--- src/logic/gtc_pkg.sv ---
/*
 gtc_pkg: register map, field layout, reset values, mode codes and helper
 decoders for the two general-purpose timers.
 Assumes word-indexed APB access: byte address = 4 * register index.
*/
// Contract
// - irq filter: 0x any event, 10 capture only, 11 reload/compare
// - dead delay code 000 none, 001..111 give 2..128 cycles before active
// - capture flag 1 when latest interrupt was a capture, else 0
// - timer stops while second control bit 7 is 0, counts while 1 until a one-shot reaches reload and parks
// - per timer second control: polarity, prescale, mode; reset 0, RW
// - polarity bit meaning depends on the selected operating mode
package gtc_pkg;

    localparam int GTC_NTMR = 2;
    localparam logic [11:0] GTC_IDX_TMR_HI = 12'hF00;
    localparam logic [11:0] GTC_IDX_STAT = 12'hF20;
    localparam logic [11:0] GTC_IDX_MASK = 12'hF21;
    localparam logic [2:0] GTC_OFS_COUNT = 3'h0;
    localparam logic [2:0] GTC_OFS_RELOAD = 3'h2;
    localparam logic [2:0] GTC_OFS_COMPARE = 3'h4;
    localparam logic [2:0] GTC_OFS_CTL0 = 3'h6;
    localparam logic [2:0] GTC_OFS_CTL1 = 3'h7;
    // indices of the two second control registers
    localparam logic [11:0] GTC_IDX_T0_CTL1 = 12'hF07;
    localparam logic [11:0] GTC_IDX_T1_CTL1 = 12'hF0F;

    localparam int GTC_C1_EN = 7;
    localparam int GTC_C1_POL = 6;
    localparam int GTC_C1_CLOCK_DIVIDE_SELECT_HI = 5;
    localparam int GTC_C1_CLOCK_DIVIDE_SELECT_LO = 3;
    localparam int GTC_C1_MODE_HI = 2;
    localparam int GTC_C1_MODE_LO = 0;
    localparam int GTC_C0_FILT_HI = 6;
    localparam int GTC_C0_FILT_LO = 5;
    localparam int GTC_C0_DEAD_HI = 3;
    localparam int GTC_C0_DEAD_LO = 1;
    localparam int GTC_C0_CAP = 0;
    localparam logic [7:0] GTC_C0_WMASK = 8'h6E;
    localparam logic [7:0] GTC_CTL_RST = 8'h00;
    localparam logic [15:0] GTC_CNT_RST = 16'h0000;
    localparam logic [15:0] GTC_CNT_FIRST = 16'h0001;
    localparam logic [15:0] GTC_RLD_RST = 16'hFFFF;
    localparam logic [15:0] GTC_CMP_RST = 16'h0000;

    localparam logic [2:0] GTC_MODE_ONESHOT = 3'h0;
    localparam logic [2:0] GTC_MODE_CONT = 3'h1;
    localparam logic [2:0] GTC_MODE_COUNTER = 3'h2;
    localparam logic [2:0] GTC_MODE_PWM = 3'h3;
    localparam logic [2:0] GTC_MODE_CAPTURE = 3'h4;

    // dead delay in cycles: 0, then 2 ** code
    function automatic logic [7:0] gtc_dead_cycles(input logic [2:0] code);
        gtc_dead_cycles = (code == 3'h0) ? 8'h00 : (8'h01 << code);
    endfunction

    // prescale tick mask: low clock_divide_select bits of the divider all set
    function automatic logic [6:0] gtc_clock_divide_select_mask(input logic [2:0] clock_divide_select);
        gtc_clock_divide_select_mask = 7'((8'h01 << clock_divide_select) - 8'h01);
    endfunction

endpackage

--- src/logic/gtc_dead_time.sv ---
/*
 gtc_dead_time: holds a timer output and its complement inactive for a
 programmed number of cycles after each change of the raw output level.
 Assumes level and code come from logic on the same clock.
*/
`timescale 1ns/1ps
module gtc_dead_time
    import gtc_pkg::*;
(
    input wire logic clock,
    input wire logic rst_n,
    input wire logic ce,
    input wire logic level,
    input wire logic [2:0] code,
    output logic out,
    output logic out_n
);

    logic last_r;
    logic last_nxt;
    logic [7:0] cnt_r;
    logic [7:0] cnt_nxt;
    logic out_r;
    logic out_nxt;
    logic out_n_r;
    logic out_n_nxt;

    always_comb
    begin
        last_nxt = last_r;
        cnt_nxt = cnt_r;
        out_nxt = out_r;
        out_n_nxt = out_n_r;
        if (level != last_r)
        begin
            last_nxt = level;
            if (gtc_dead_cycles(code) == 8'h00)
            begin
                out_nxt = level;
                out_n_nxt = ~level;
                cnt_nxt = 8'h00;
            end
            else
            begin
                // both sides off so they never overlap
                out_nxt = 1'b0;
                out_n_nxt = 1'b0;
                cnt_nxt = gtc_dead_cycles(code);
            end
        end
        else if (cnt_r != 8'h00)
        begin
            cnt_nxt = cnt_r - 8'h01;
            if (cnt_r == 8'h01)
            begin
                out_nxt = last_r;
                out_n_nxt = ~last_r;
            end
        end
    end

    always_ff @(posedge clock or negedge rst_n)
    begin
        if (!rst_n)
        begin
            last_r <= 1'b0;
            cnt_r <= 8'h00;
            out_r <= 1'b0;
            out_n_r <= 1'b1;
        end
        else if (ce)
        begin
            last_r <= last_nxt;
            cnt_r <= cnt_nxt;
            out_r <= out_nxt;
            out_n_r <= out_n_nxt;
        end
    end

    assign out = out_r;
    assign out_n = out_n_r;

endmodule

--- src/logic/gtc_top.sv ---
/*
 gtc_top: two general-purpose timers with APB register access, interrupt
 filtering, capture-cause flag, prescaler, dead delay and one interrupt.
 Assumes an APB master on clock; timer_in pins are asynchronous.
*/
// Our own choice: the APB slave port.
`timescale 1ns/1ps
module gtc_top
    import gtc_pkg::*;
(
    input wire logic clock,
    input wire logic rst_n,
    input wire logic ce,
    input wire logic psel,
    input wire logic penable,
    input wire logic pwrite,
    input wire logic [15:0] paddr,
    input wire logic [31:0] pwdata,
    input wire logic [1:0] timer_in,
    output logic [31:0] prdata,
    output logic pready,
    output logic pslverr,
    output logic irq,
    output logic [1:0] timer_out,
    output logic [1:0] timer_out_n
);

    function automatic logic is_timer_idx(input logic [11:0] idx);
        logic [2:0] o;
        o = idx[2:0];
        is_timer_idx = (idx[11:4] == GTC_IDX_TMR_HI[11:4])
            && (o == GTC_OFS_COUNT || o == GTC_OFS_RELOAD
            || o == GTC_OFS_COMPARE || o == GTC_OFS_CTL0
            || o == GTC_OFS_CTL1);
    endfunction

    // input synchronisers and edge history
    // stage three is history only: nothing reads stage one but stage two
    logic [1:0] in_s1_r;
    logic [1:0] in_s2_r;
    logic [1:0] in_s3_r;

    always_ff @(posedge clock or negedge rst_n)
    begin
        if (!rst_n)
        begin
            in_s1_r <= 2'h0;
            in_s2_r <= 2'h0;
            in_s3_r <= 2'h0;
        end
        else if (ce)
        begin
            in_s1_r <= timer_in;
            in_s2_r <= in_s1_r;
            in_s3_r <= in_s2_r;
        end
    end

    // APB slave
    logic [11:0] idx;
    logic acc;
    logic wr_en;
    logic tmr_hit;
    logic mapped;
    logic pready_r;
    logic pready_nxt;
    logic pslverr_r;
    logic pslverr_nxt;
    logic [31:0] prdata_r;
    logic [31:0] prdata_nxt;

    logic [15:0] cnt_w [GTC_NTMR];
    logic [15:0] rld_w [GTC_NTMR];
    logic [15:0] cmp_w [GTC_NTMR];
    logic [7:0] c0_w [GTC_NTMR];
    logic [7:0] c1_w [GTC_NTMR];
    logic [1:0] tirq;
    logic [1:0] stat_r;
    logic [1:0] stat_nxt;
    logic [1:0] mask_r;
    logic [1:0] mask_nxt;
    logic irq_r;
    logic irq_nxt;

    assign idx = paddr[13:2];
    assign tmr_hit = is_timer_idx(idx);
    assign mapped = tmr_hit || idx == GTC_IDX_STAT || idx == GTC_IDX_MASK;
    // one fixed wait state: pready is registered off the first access cycle
    assign acc = psel && penable && !pready_r;
    // writes land only on the edge that completes the access
    assign wr_en = psel && penable && pready_r && pwrite;

    always_comb
    begin
        pready_nxt = acc;
        pslverr_nxt = acc && !mapped;
        prdata_nxt = prdata_r;
        if (acc)
        begin
            prdata_nxt = 32'h0000_0000;
            if (tmr_hit)
            begin
                case (idx[2:0])
                    GTC_OFS_COUNT: prdata_nxt[15:0] = cnt_w[idx[3]];
                    GTC_OFS_RELOAD: prdata_nxt[15:0] = rld_w[idx[3]];
                    GTC_OFS_COMPARE: prdata_nxt[15:0] = cmp_w[idx[3]];
                    GTC_OFS_CTL0: prdata_nxt[7:0] = c0_w[idx[3]];
                    GTC_OFS_CTL1: prdata_nxt[7:0] = c1_w[idx[3]];
                    default: prdata_nxt = 32'h0000_0000;
                endcase
            end
            else if (idx == GTC_IDX_STAT)
            begin
                prdata_nxt[1:0] = stat_r;
            end
            else if (idx == GTC_IDX_MASK)
            begin
                prdata_nxt[1:0] = mask_r;
            end
        end
    end

    always_ff @(posedge clock or negedge rst_n)
    begin
        if (!rst_n)
        begin
            pready_r <= 1'b0;
            pslverr_r <= 1'b0;
            prdata_r <= 32'h0000_0000;
        end
        else if (ce)
        begin
            pready_r <= pready_nxt;
            pslverr_r <= pslverr_nxt;
            prdata_r <= prdata_nxt;
        end
    end

    // interrupt status, write one to clear; a new event beats the clear
    always_comb
    begin
        stat_nxt = stat_r;
        mask_nxt = mask_r;
        if (wr_en && idx == GTC_IDX_STAT)
        begin
            stat_nxt = stat_r & ~pwdata[1:0];
        end
        if (wr_en && idx == GTC_IDX_MASK)
        begin
            mask_nxt = pwdata[1:0];
        end
        stat_nxt = stat_nxt | tirq;
        irq_nxt = |(stat_nxt & mask_nxt);
    end

    always_ff @(posedge clock or negedge rst_n)
    begin
        if (!rst_n)
        begin
            stat_r <= 2'h0;
            mask_r <= 2'h0;
            irq_r <= 1'b0;
        end
        else if (ce)
        begin
            stat_r <= stat_nxt;
            mask_r <= mask_nxt;
            irq_r <= irq_nxt;
        end
    end

    genvar g;
    generate
        for (g = 0; g < GTC_NTMR; g++)
        begin : tmr
            logic [7:0] c1_r;
            logic [7:0] c1_nxt;
            logic [7:0] c0_r;
            logic [7:0] c0_nxt;
            logic [15:0] cnt_r;
            logic [15:0] cnt_nxt;
            logic [15:0] rld_r;
            logic [15:0] rld_nxt;
            logic [15:0] cmp_r;
            logic [15:0] cmp_nxt;
            logic [6:0] pre_r;
            logic [6:0] pre_nxt;
            logic act_r;
            logic act_nxt;
            logic done_r;
            logic done_nxt;
            logic en;
            logic pol;
            logic [2:0] mode;
            logic [6:0] pmask;
            logic in_edge;
            logic tick;
            logic ev_rld;
            logic ev_cmp;
            logic ev_cap;
            logic ev_irq;
            logic wr_t;

            assign en = c1_r[GTC_C1_EN];
            assign pol = c1_r[GTC_C1_POL];
            assign mode = c1_r[GTC_C1_MODE_HI:GTC_C1_MODE_LO];
            assign pmask = gtc_clock_divide_select_mask(
                c1_r[GTC_C1_CLOCK_DIVIDE_SELECT_HI:GTC_C1_CLOCK_DIVIDE_SELECT_LO]);
            assign wr_t = wr_en && tmr_hit && idx[3] == 1'(g);
            // input modes: polarity picks the edge, 0 rising, 1 falling
            assign in_edge = pol ? (in_s3_r[g] && !in_s2_r[g])
                : (!in_s3_r[g] && in_s2_r[g]);
            assign tick = en && !done_r
                && ((mode == GTC_MODE_COUNTER) ? in_edge
                : ((pre_r & pmask) == pmask));
            assign ev_rld = tick && cnt_r == rld_r;
            assign ev_cmp = tick && mode == GTC_MODE_PWM && cnt_r == cmp_r;
            // capture is gated by enable only, not by the one-shot stop
            assign ev_cap = en && mode == GTC_MODE_CAPTURE && in_edge;

            always_comb
            begin
                case (c0_r[GTC_C0_FILT_HI:GTC_C0_FILT_LO])
                    2'b10: ev_irq = ev_cap;
                    2'b11: ev_irq = ev_rld || ev_cmp;
                    default: ev_irq = ev_rld || ev_cmp || ev_cap;
                endcase
            end

            always_comb
            begin
                c1_nxt = c1_r;
                c0_nxt = c0_r;
                cnt_nxt = cnt_r;
                rld_nxt = rld_r;
                cmp_nxt = cmp_r;
                act_nxt = act_r;
                done_nxt = done_r;
                pre_nxt = en ? pre_r + 7'h01 : 7'h00;
                if (!en)
                begin
                    done_nxt = 1'b0;
                end
                if (tick)
                begin
                    cnt_nxt = ev_rld ? GTC_CNT_FIRST : cnt_r + 16'h0001;
                end
                if (mode == GTC_MODE_PWM)
                begin
                    if (ev_cmp)
                    begin
                        act_nxt = 1'b0;
                    end
                    if (ev_rld)
                    begin
                        act_nxt = 1'b1;
                    end
                end
                else if (ev_rld)
                begin
                    act_nxt = ~act_r;
                end
                // one-shot parks here until software clears the enable
                if (ev_rld && mode == GTC_MODE_ONESHOT)
                begin
                    done_nxt = 1'b1;
                end
                if (ev_irq)
                begin
                    c0_nxt[GTC_C0_CAP] = ev_cap;
                end
                if (wr_t)
                begin
                    case (idx[2:0])
                        GTC_OFS_COUNT: cnt_nxt = pwdata[15:0];
                        GTC_OFS_RELOAD: rld_nxt = pwdata[15:0];
                        GTC_OFS_COMPARE: cmp_nxt = pwdata[15:0];
                        GTC_OFS_CTL0: c0_nxt = (c0_nxt & ~GTC_C0_WMASK)
                            | (pwdata[7:0] & GTC_C0_WMASK);
                        GTC_OFS_CTL1: c1_nxt = pwdata[7:0];
                        default: c1_nxt = c1_r;
                    endcase
                end
                // a capture beats a software write of the same register
                if (ev_cap)
                begin
                    cmp_nxt = cnt_r;
                end
            end

            always_ff @(posedge clock or negedge rst_n)
            begin
                if (!rst_n)
                begin
                    c1_r <= GTC_CTL_RST;
                    c0_r <= GTC_CTL_RST;
                    cnt_r <= GTC_CNT_RST;
                    rld_r <= GTC_RLD_RST;
                    cmp_r <= GTC_CMP_RST;
                    pre_r <= 7'h00;
                    act_r <= 1'b0;
                    done_r <= 1'b0;
                end
                else if (ce)
                begin
                    c1_r <= c1_nxt;
                    c0_r <= c0_nxt;
                    cnt_r <= cnt_nxt;
                    rld_r <= rld_nxt;
                    cmp_r <= cmp_nxt;
                    pre_r <= pre_nxt;
                    act_r <= act_nxt;
                    done_r <= done_nxt;
                end
            end

            assign cnt_w[g] = cnt_r;
            assign rld_w[g] = rld_r;
            assign cmp_w[g] = cmp_r;
            assign c0_w[g] = c0_r;
            assign c1_w[g] = c1_r;
            assign tirq[g] = ev_irq;

            // output modes: polarity inverts the driven level
            gtc_dead_time u_dead (
                .clock(clock),
                .rst_n(rst_n),
                .ce(ce),
                .level(act_r ^ pol),
                .code(c0_r[GTC_C0_DEAD_HI:GTC_C0_DEAD_LO]),
                .out(timer_out[g]),
                .out_n(timer_out_n[g])
            );
        end
    endgenerate

    assign prdata = prdata_r;
    assign pready = pready_r;
    assign pslverr = pslverr_r;
    assign irq = irq_r;

endmodule

--- config.mk ---
export PLATFORM = sky130hd
export DESIGN_NAME = gtc_top
export DESIGN_NICKNAME = d
export VERILOG_FILES = /design/src/logic/gtc_pkg.sv /design/src/logic/gtc_dead_time.sv /design/src/logic/gtc_top.sv
export SDC_FILE = /design/constraint.sdc
export NUM_CORES = 1
export LEC_CHECK = 0
export ABC_AREA = 1
export BUFFER_PORTS_ARGS = -buffer_cell sky130_fd_sc_hd__buf_2
export CAP_MARGIN = 25
export CORE_MARGIN = 2
export CORE_UTILIZATION = 57
export CTS_BUF_LIST = sky130_fd_sc_hd__clkbuf_4 sky130_fd_sc_hd__clkbuf_8
export CTS_CLUSTER_DIAMETER = 60
export CTS_CLUSTER_SIZE = 8
export DETAILED_ROUTE_END_ITERATION = 8
export GPL_TIMING_DRIVEN = 0
export PLACE_DENSITY_LB_ADDON = 0.25
export SYNTH_ARGS = -nofsm -noshare
export SYNTH_HDL_FRONTEND = slang
export SYNTH_SLANG_ARGS = --single-unit
--- constraint.sdc ---
create_clock -name clock -period 1.7 [get_ports clock]
set_input_delay 0.255 -clock clock [delete_from_list [all_inputs] [get_ports clock]]
set_output_delay 0.255 -clock clock [all_outputs]
set_load 0.005 [all_outputs]
==> results.yml <==
yosys:
  avgSynthCellArea_sq_um: 7.19
  yosys.cell_types.count: 53
  seq_area_frac_synth_pct: 40.9
  synth_cells: 1658
  ys_seq_elements: 193
  ys_warn_count: 0
  synthesis.area_sq_um: 11900
detailed_routing:
  drt_wl_total_um: 46000
  ant_nets: 0
  drtIter0Drc: 2093
  viasPerCell: 6.25
  vias: 13500
  drtPass1Iterations: 6
  drc: 0
  wl_per_cell_um: 21.3
layout:
  final_common_cell: "nand2_1"
  final_cell_mix: "nand2_1 (401), inv_1 (155), dfrtp_1 (133), o21ai_0 (123), buf_4 (118)"
  layout.cells.non_filler: 2162
  stdcell_area_sq_um: 15500
  drive_gt1_share_pct: 30.9
  nNetsFinal: 1942
  area_growth_pct: 30.3
  fill_cells: 1362
place:
  dp_cells: 1999
  placed_area_sq_um: 12600
  dp_slack_ns: -1.01
  dpl.hpwl_um: 29600
  gp_congestion: 1.04
  port_buffers: 55
clock_tree:
  clk_latency_ns: 0.50
  numCtsBuffers: 17
  tritoncts: "built"
  clock-sinks: 193
  ctsLongestPathBuffers: 2
  clkSlewWorstSetupHoldPaths_ns: 0.10
  htreeDepth: 4
  root_buffer: "clkbuf_8"
floorplan:
  die_h_um: 149
  dieArea_sq_um: 22100
  io_pins: 95
  die_x_um: 149
  placementRows: 52
  coreArea_sq_um: 20400
  initial_core_util_pct: 58.5
sta:
  min_period_over_period_pct: 114
  slew_violations: 0
  min_period_ns: 1.94
  hold_violations: 0
  max_freq_mhz: 515
  relSlewSlack_pct: 26.3
  skew_ns: 0.0175
  setup_violations: 106
  worst_slew_pin_slew_ns: 1.10
  layout_setup_ws_ns: -0.241
  fin_setup_tns_ns: -15.71
  rsz0062_at_grt: "true"
  fin_hold_ws_ns: 0.0715
setup_path:
  worstSetupStartpointType: "flop"
  worstSetupEndpointType: "flop"
  cp.arrival_ns: 2.27
  r2r_cells: 11
  critPathKind: "reg -> reg"
  worstPathMaxFanout: 4
  cp.required_ns: 2.03
outcome:
  outcome: "finished, violations left"
  violations: "setup timing"
pwr:
  ir_drop_uv: 535
  leakage_nw: 7.04
  p_per_area_nw_per_um2: 755
global_route:
  grt_pass1_wl_um: 65900
  grt_pass1_vias: 12100
  antenna_found_initial: 1
  overflow: 0
  grt_max_degree: 108
  grt_use_total_pct: 39.1
min_path:
  hold_class: "in -> reg"
  worstHoldPathCells: 3
job:
  max-cap-violations: 0
## critical path, cell delays in order, from the launching register on
cell and delay [ns]:
dfrtp_2 0.45, inv_2 0.09, nand3_2 0.07, nand2_1 0.09, nand3_2 0.15, o21bai_4 0.25
nand2_4 0.12, nor2_4 0.17, nor2_4 0.09, buf_6 0.14, nand3b_1 0.09, a22oi_1 0.07
## final timing paths
kind	from	endpoint	slack (ns)
max	tmr[1].c1_r[4]	tmr[1].cnt_r[6]	-0.24
min	pwdata[14]	tmr[0].cmp_r[14]	0.07
max reg2reg	tmr[1].c1_r[4]	tmr[1].cnt_r[6]	-0.24
min reg2reg	tmr[0].u_dead.out_n	tmr[0].u_dead.out_n	0.48
max in group asynchronous	rst_n	tmr[0].c1_r[2]	0.30
min in group asynchronous	rst_n	tmr[1].u_dead.cnt_r[5]	0.34
## cells by family after synthesis
logic type / after synthesis / share of synthesized area (%)
other: 1 / 0.0315
AO/OA/AOI/OAI: 376 / 18.2
adder cells (fa/ha/maj): 8 / 0.840
buffers and inverters: 285 / 10.0
XOR/XNOR: 37 / 2.72
flip-flops: 193 / 40.9
AND/OR/NAND/NOR: 758 / 27.3
## report_power, final
group	internal [W]	switching, W
Sequential	0.00500	0.000411
Clock	0.00132	0.00178
Combinational	0.00123	0.00199
Total	0.00755	0.00418
## registers in the layout, summed over array words and instances (netlist names), 12 cells and up
| register | cells |
|---|---|
| tmr.cmp_r | 32 |
| tmr.c1_r | 16 |
| tmr.pre_r | 14 |
| prdata | 16 |
| tmr.c0_r | 12 |
| tmr.cnt_r | 32 |
| tmr.rld_r | 32 |
| tmr.u_dead.cnt_r | 16 |
## layout make-up
class | count | area, sq um | area share [%]
Antenna cell | 1 | 2.50 | 0.0161
Buffer | 86 | 612 | 3.94
Clock buffer | 22 | 290 | 1.87
Clock inverter | 10 | 101 | 0.652
Inverter | 195 | 766 | 4.93
Multi-Input combinational cell | 1195 | 6950 | 44.7
Sequential cell | 193 | 4900 | 31.6
Tap cell | 270 | 338 | 2.17
Timing Repair Buffer | 189 | 1560 | 10.0
Timing Repair inverter | 1 | 11.3 | 0.0725
## per-layer routing
layer | GRT usage (%) | wire length (um)
met3 | 9.48 | 5570
met1 | 51.3 | 17000
met4 | 20.2 | 2930
met5 | 0 | 0
met2 | 60.6 | 20500
## timing repair
item / in CTS / in global routing
gates resized for setup: 236 / 235
buffers inserted: 79 / 39
endpoints found under the setup margin: 161 / 169
hold buffers: 3 / 0
endpoints found under the hold margin: 80 / 0
pin swaps: 53 / 80
cloned: 8 / 5
## stage by stage
step / total power, W / util [%]
floorplan: 0.00701 / -
global placement: 0.00772 / 61.9
detailed placement: 0.00780 / 62.1
CTS: 0.0111 / 70.9
global route: 0.0122 / 76.3
finish: 0.0117 / 76.3
## synthesized netlist by cell type, drive strengths merged
cell	instances	share of area, %
xor2	12	0.88
o22ai	10	0.52
nor3	23	1.2
a21oi	64	2.8
inv	195	6.1
a22oi	8	0.50
a31oi	16	0.84
a22o	9	0.66
a221oi	2	0.15
xnor2	25	1.8
dfrtp	159	33
buf	52	2.7
nand3b	3	0.19
nor2	137	4.4
nor4	7	0.60
a32oi	3	0.22
o41ai	1	0.074
clkbuf	38	1.2
o21ai	203	8.6
o21bai	3	0.19
o21a	8	0.50
nand4	36	1.9
a211oi	7	0.44
o211ai	28	1.8
or2	8	0.44
o221ai	2	0.15
dfstp	34	7.5
nand3	95	4.0
nand2	448	14
o31ai	3	0.19
conb	1	0.031
nor4b	1	0.074
ha	8	0.84
o2111ai	9	0.66
(Power assumes the default switching activity.)
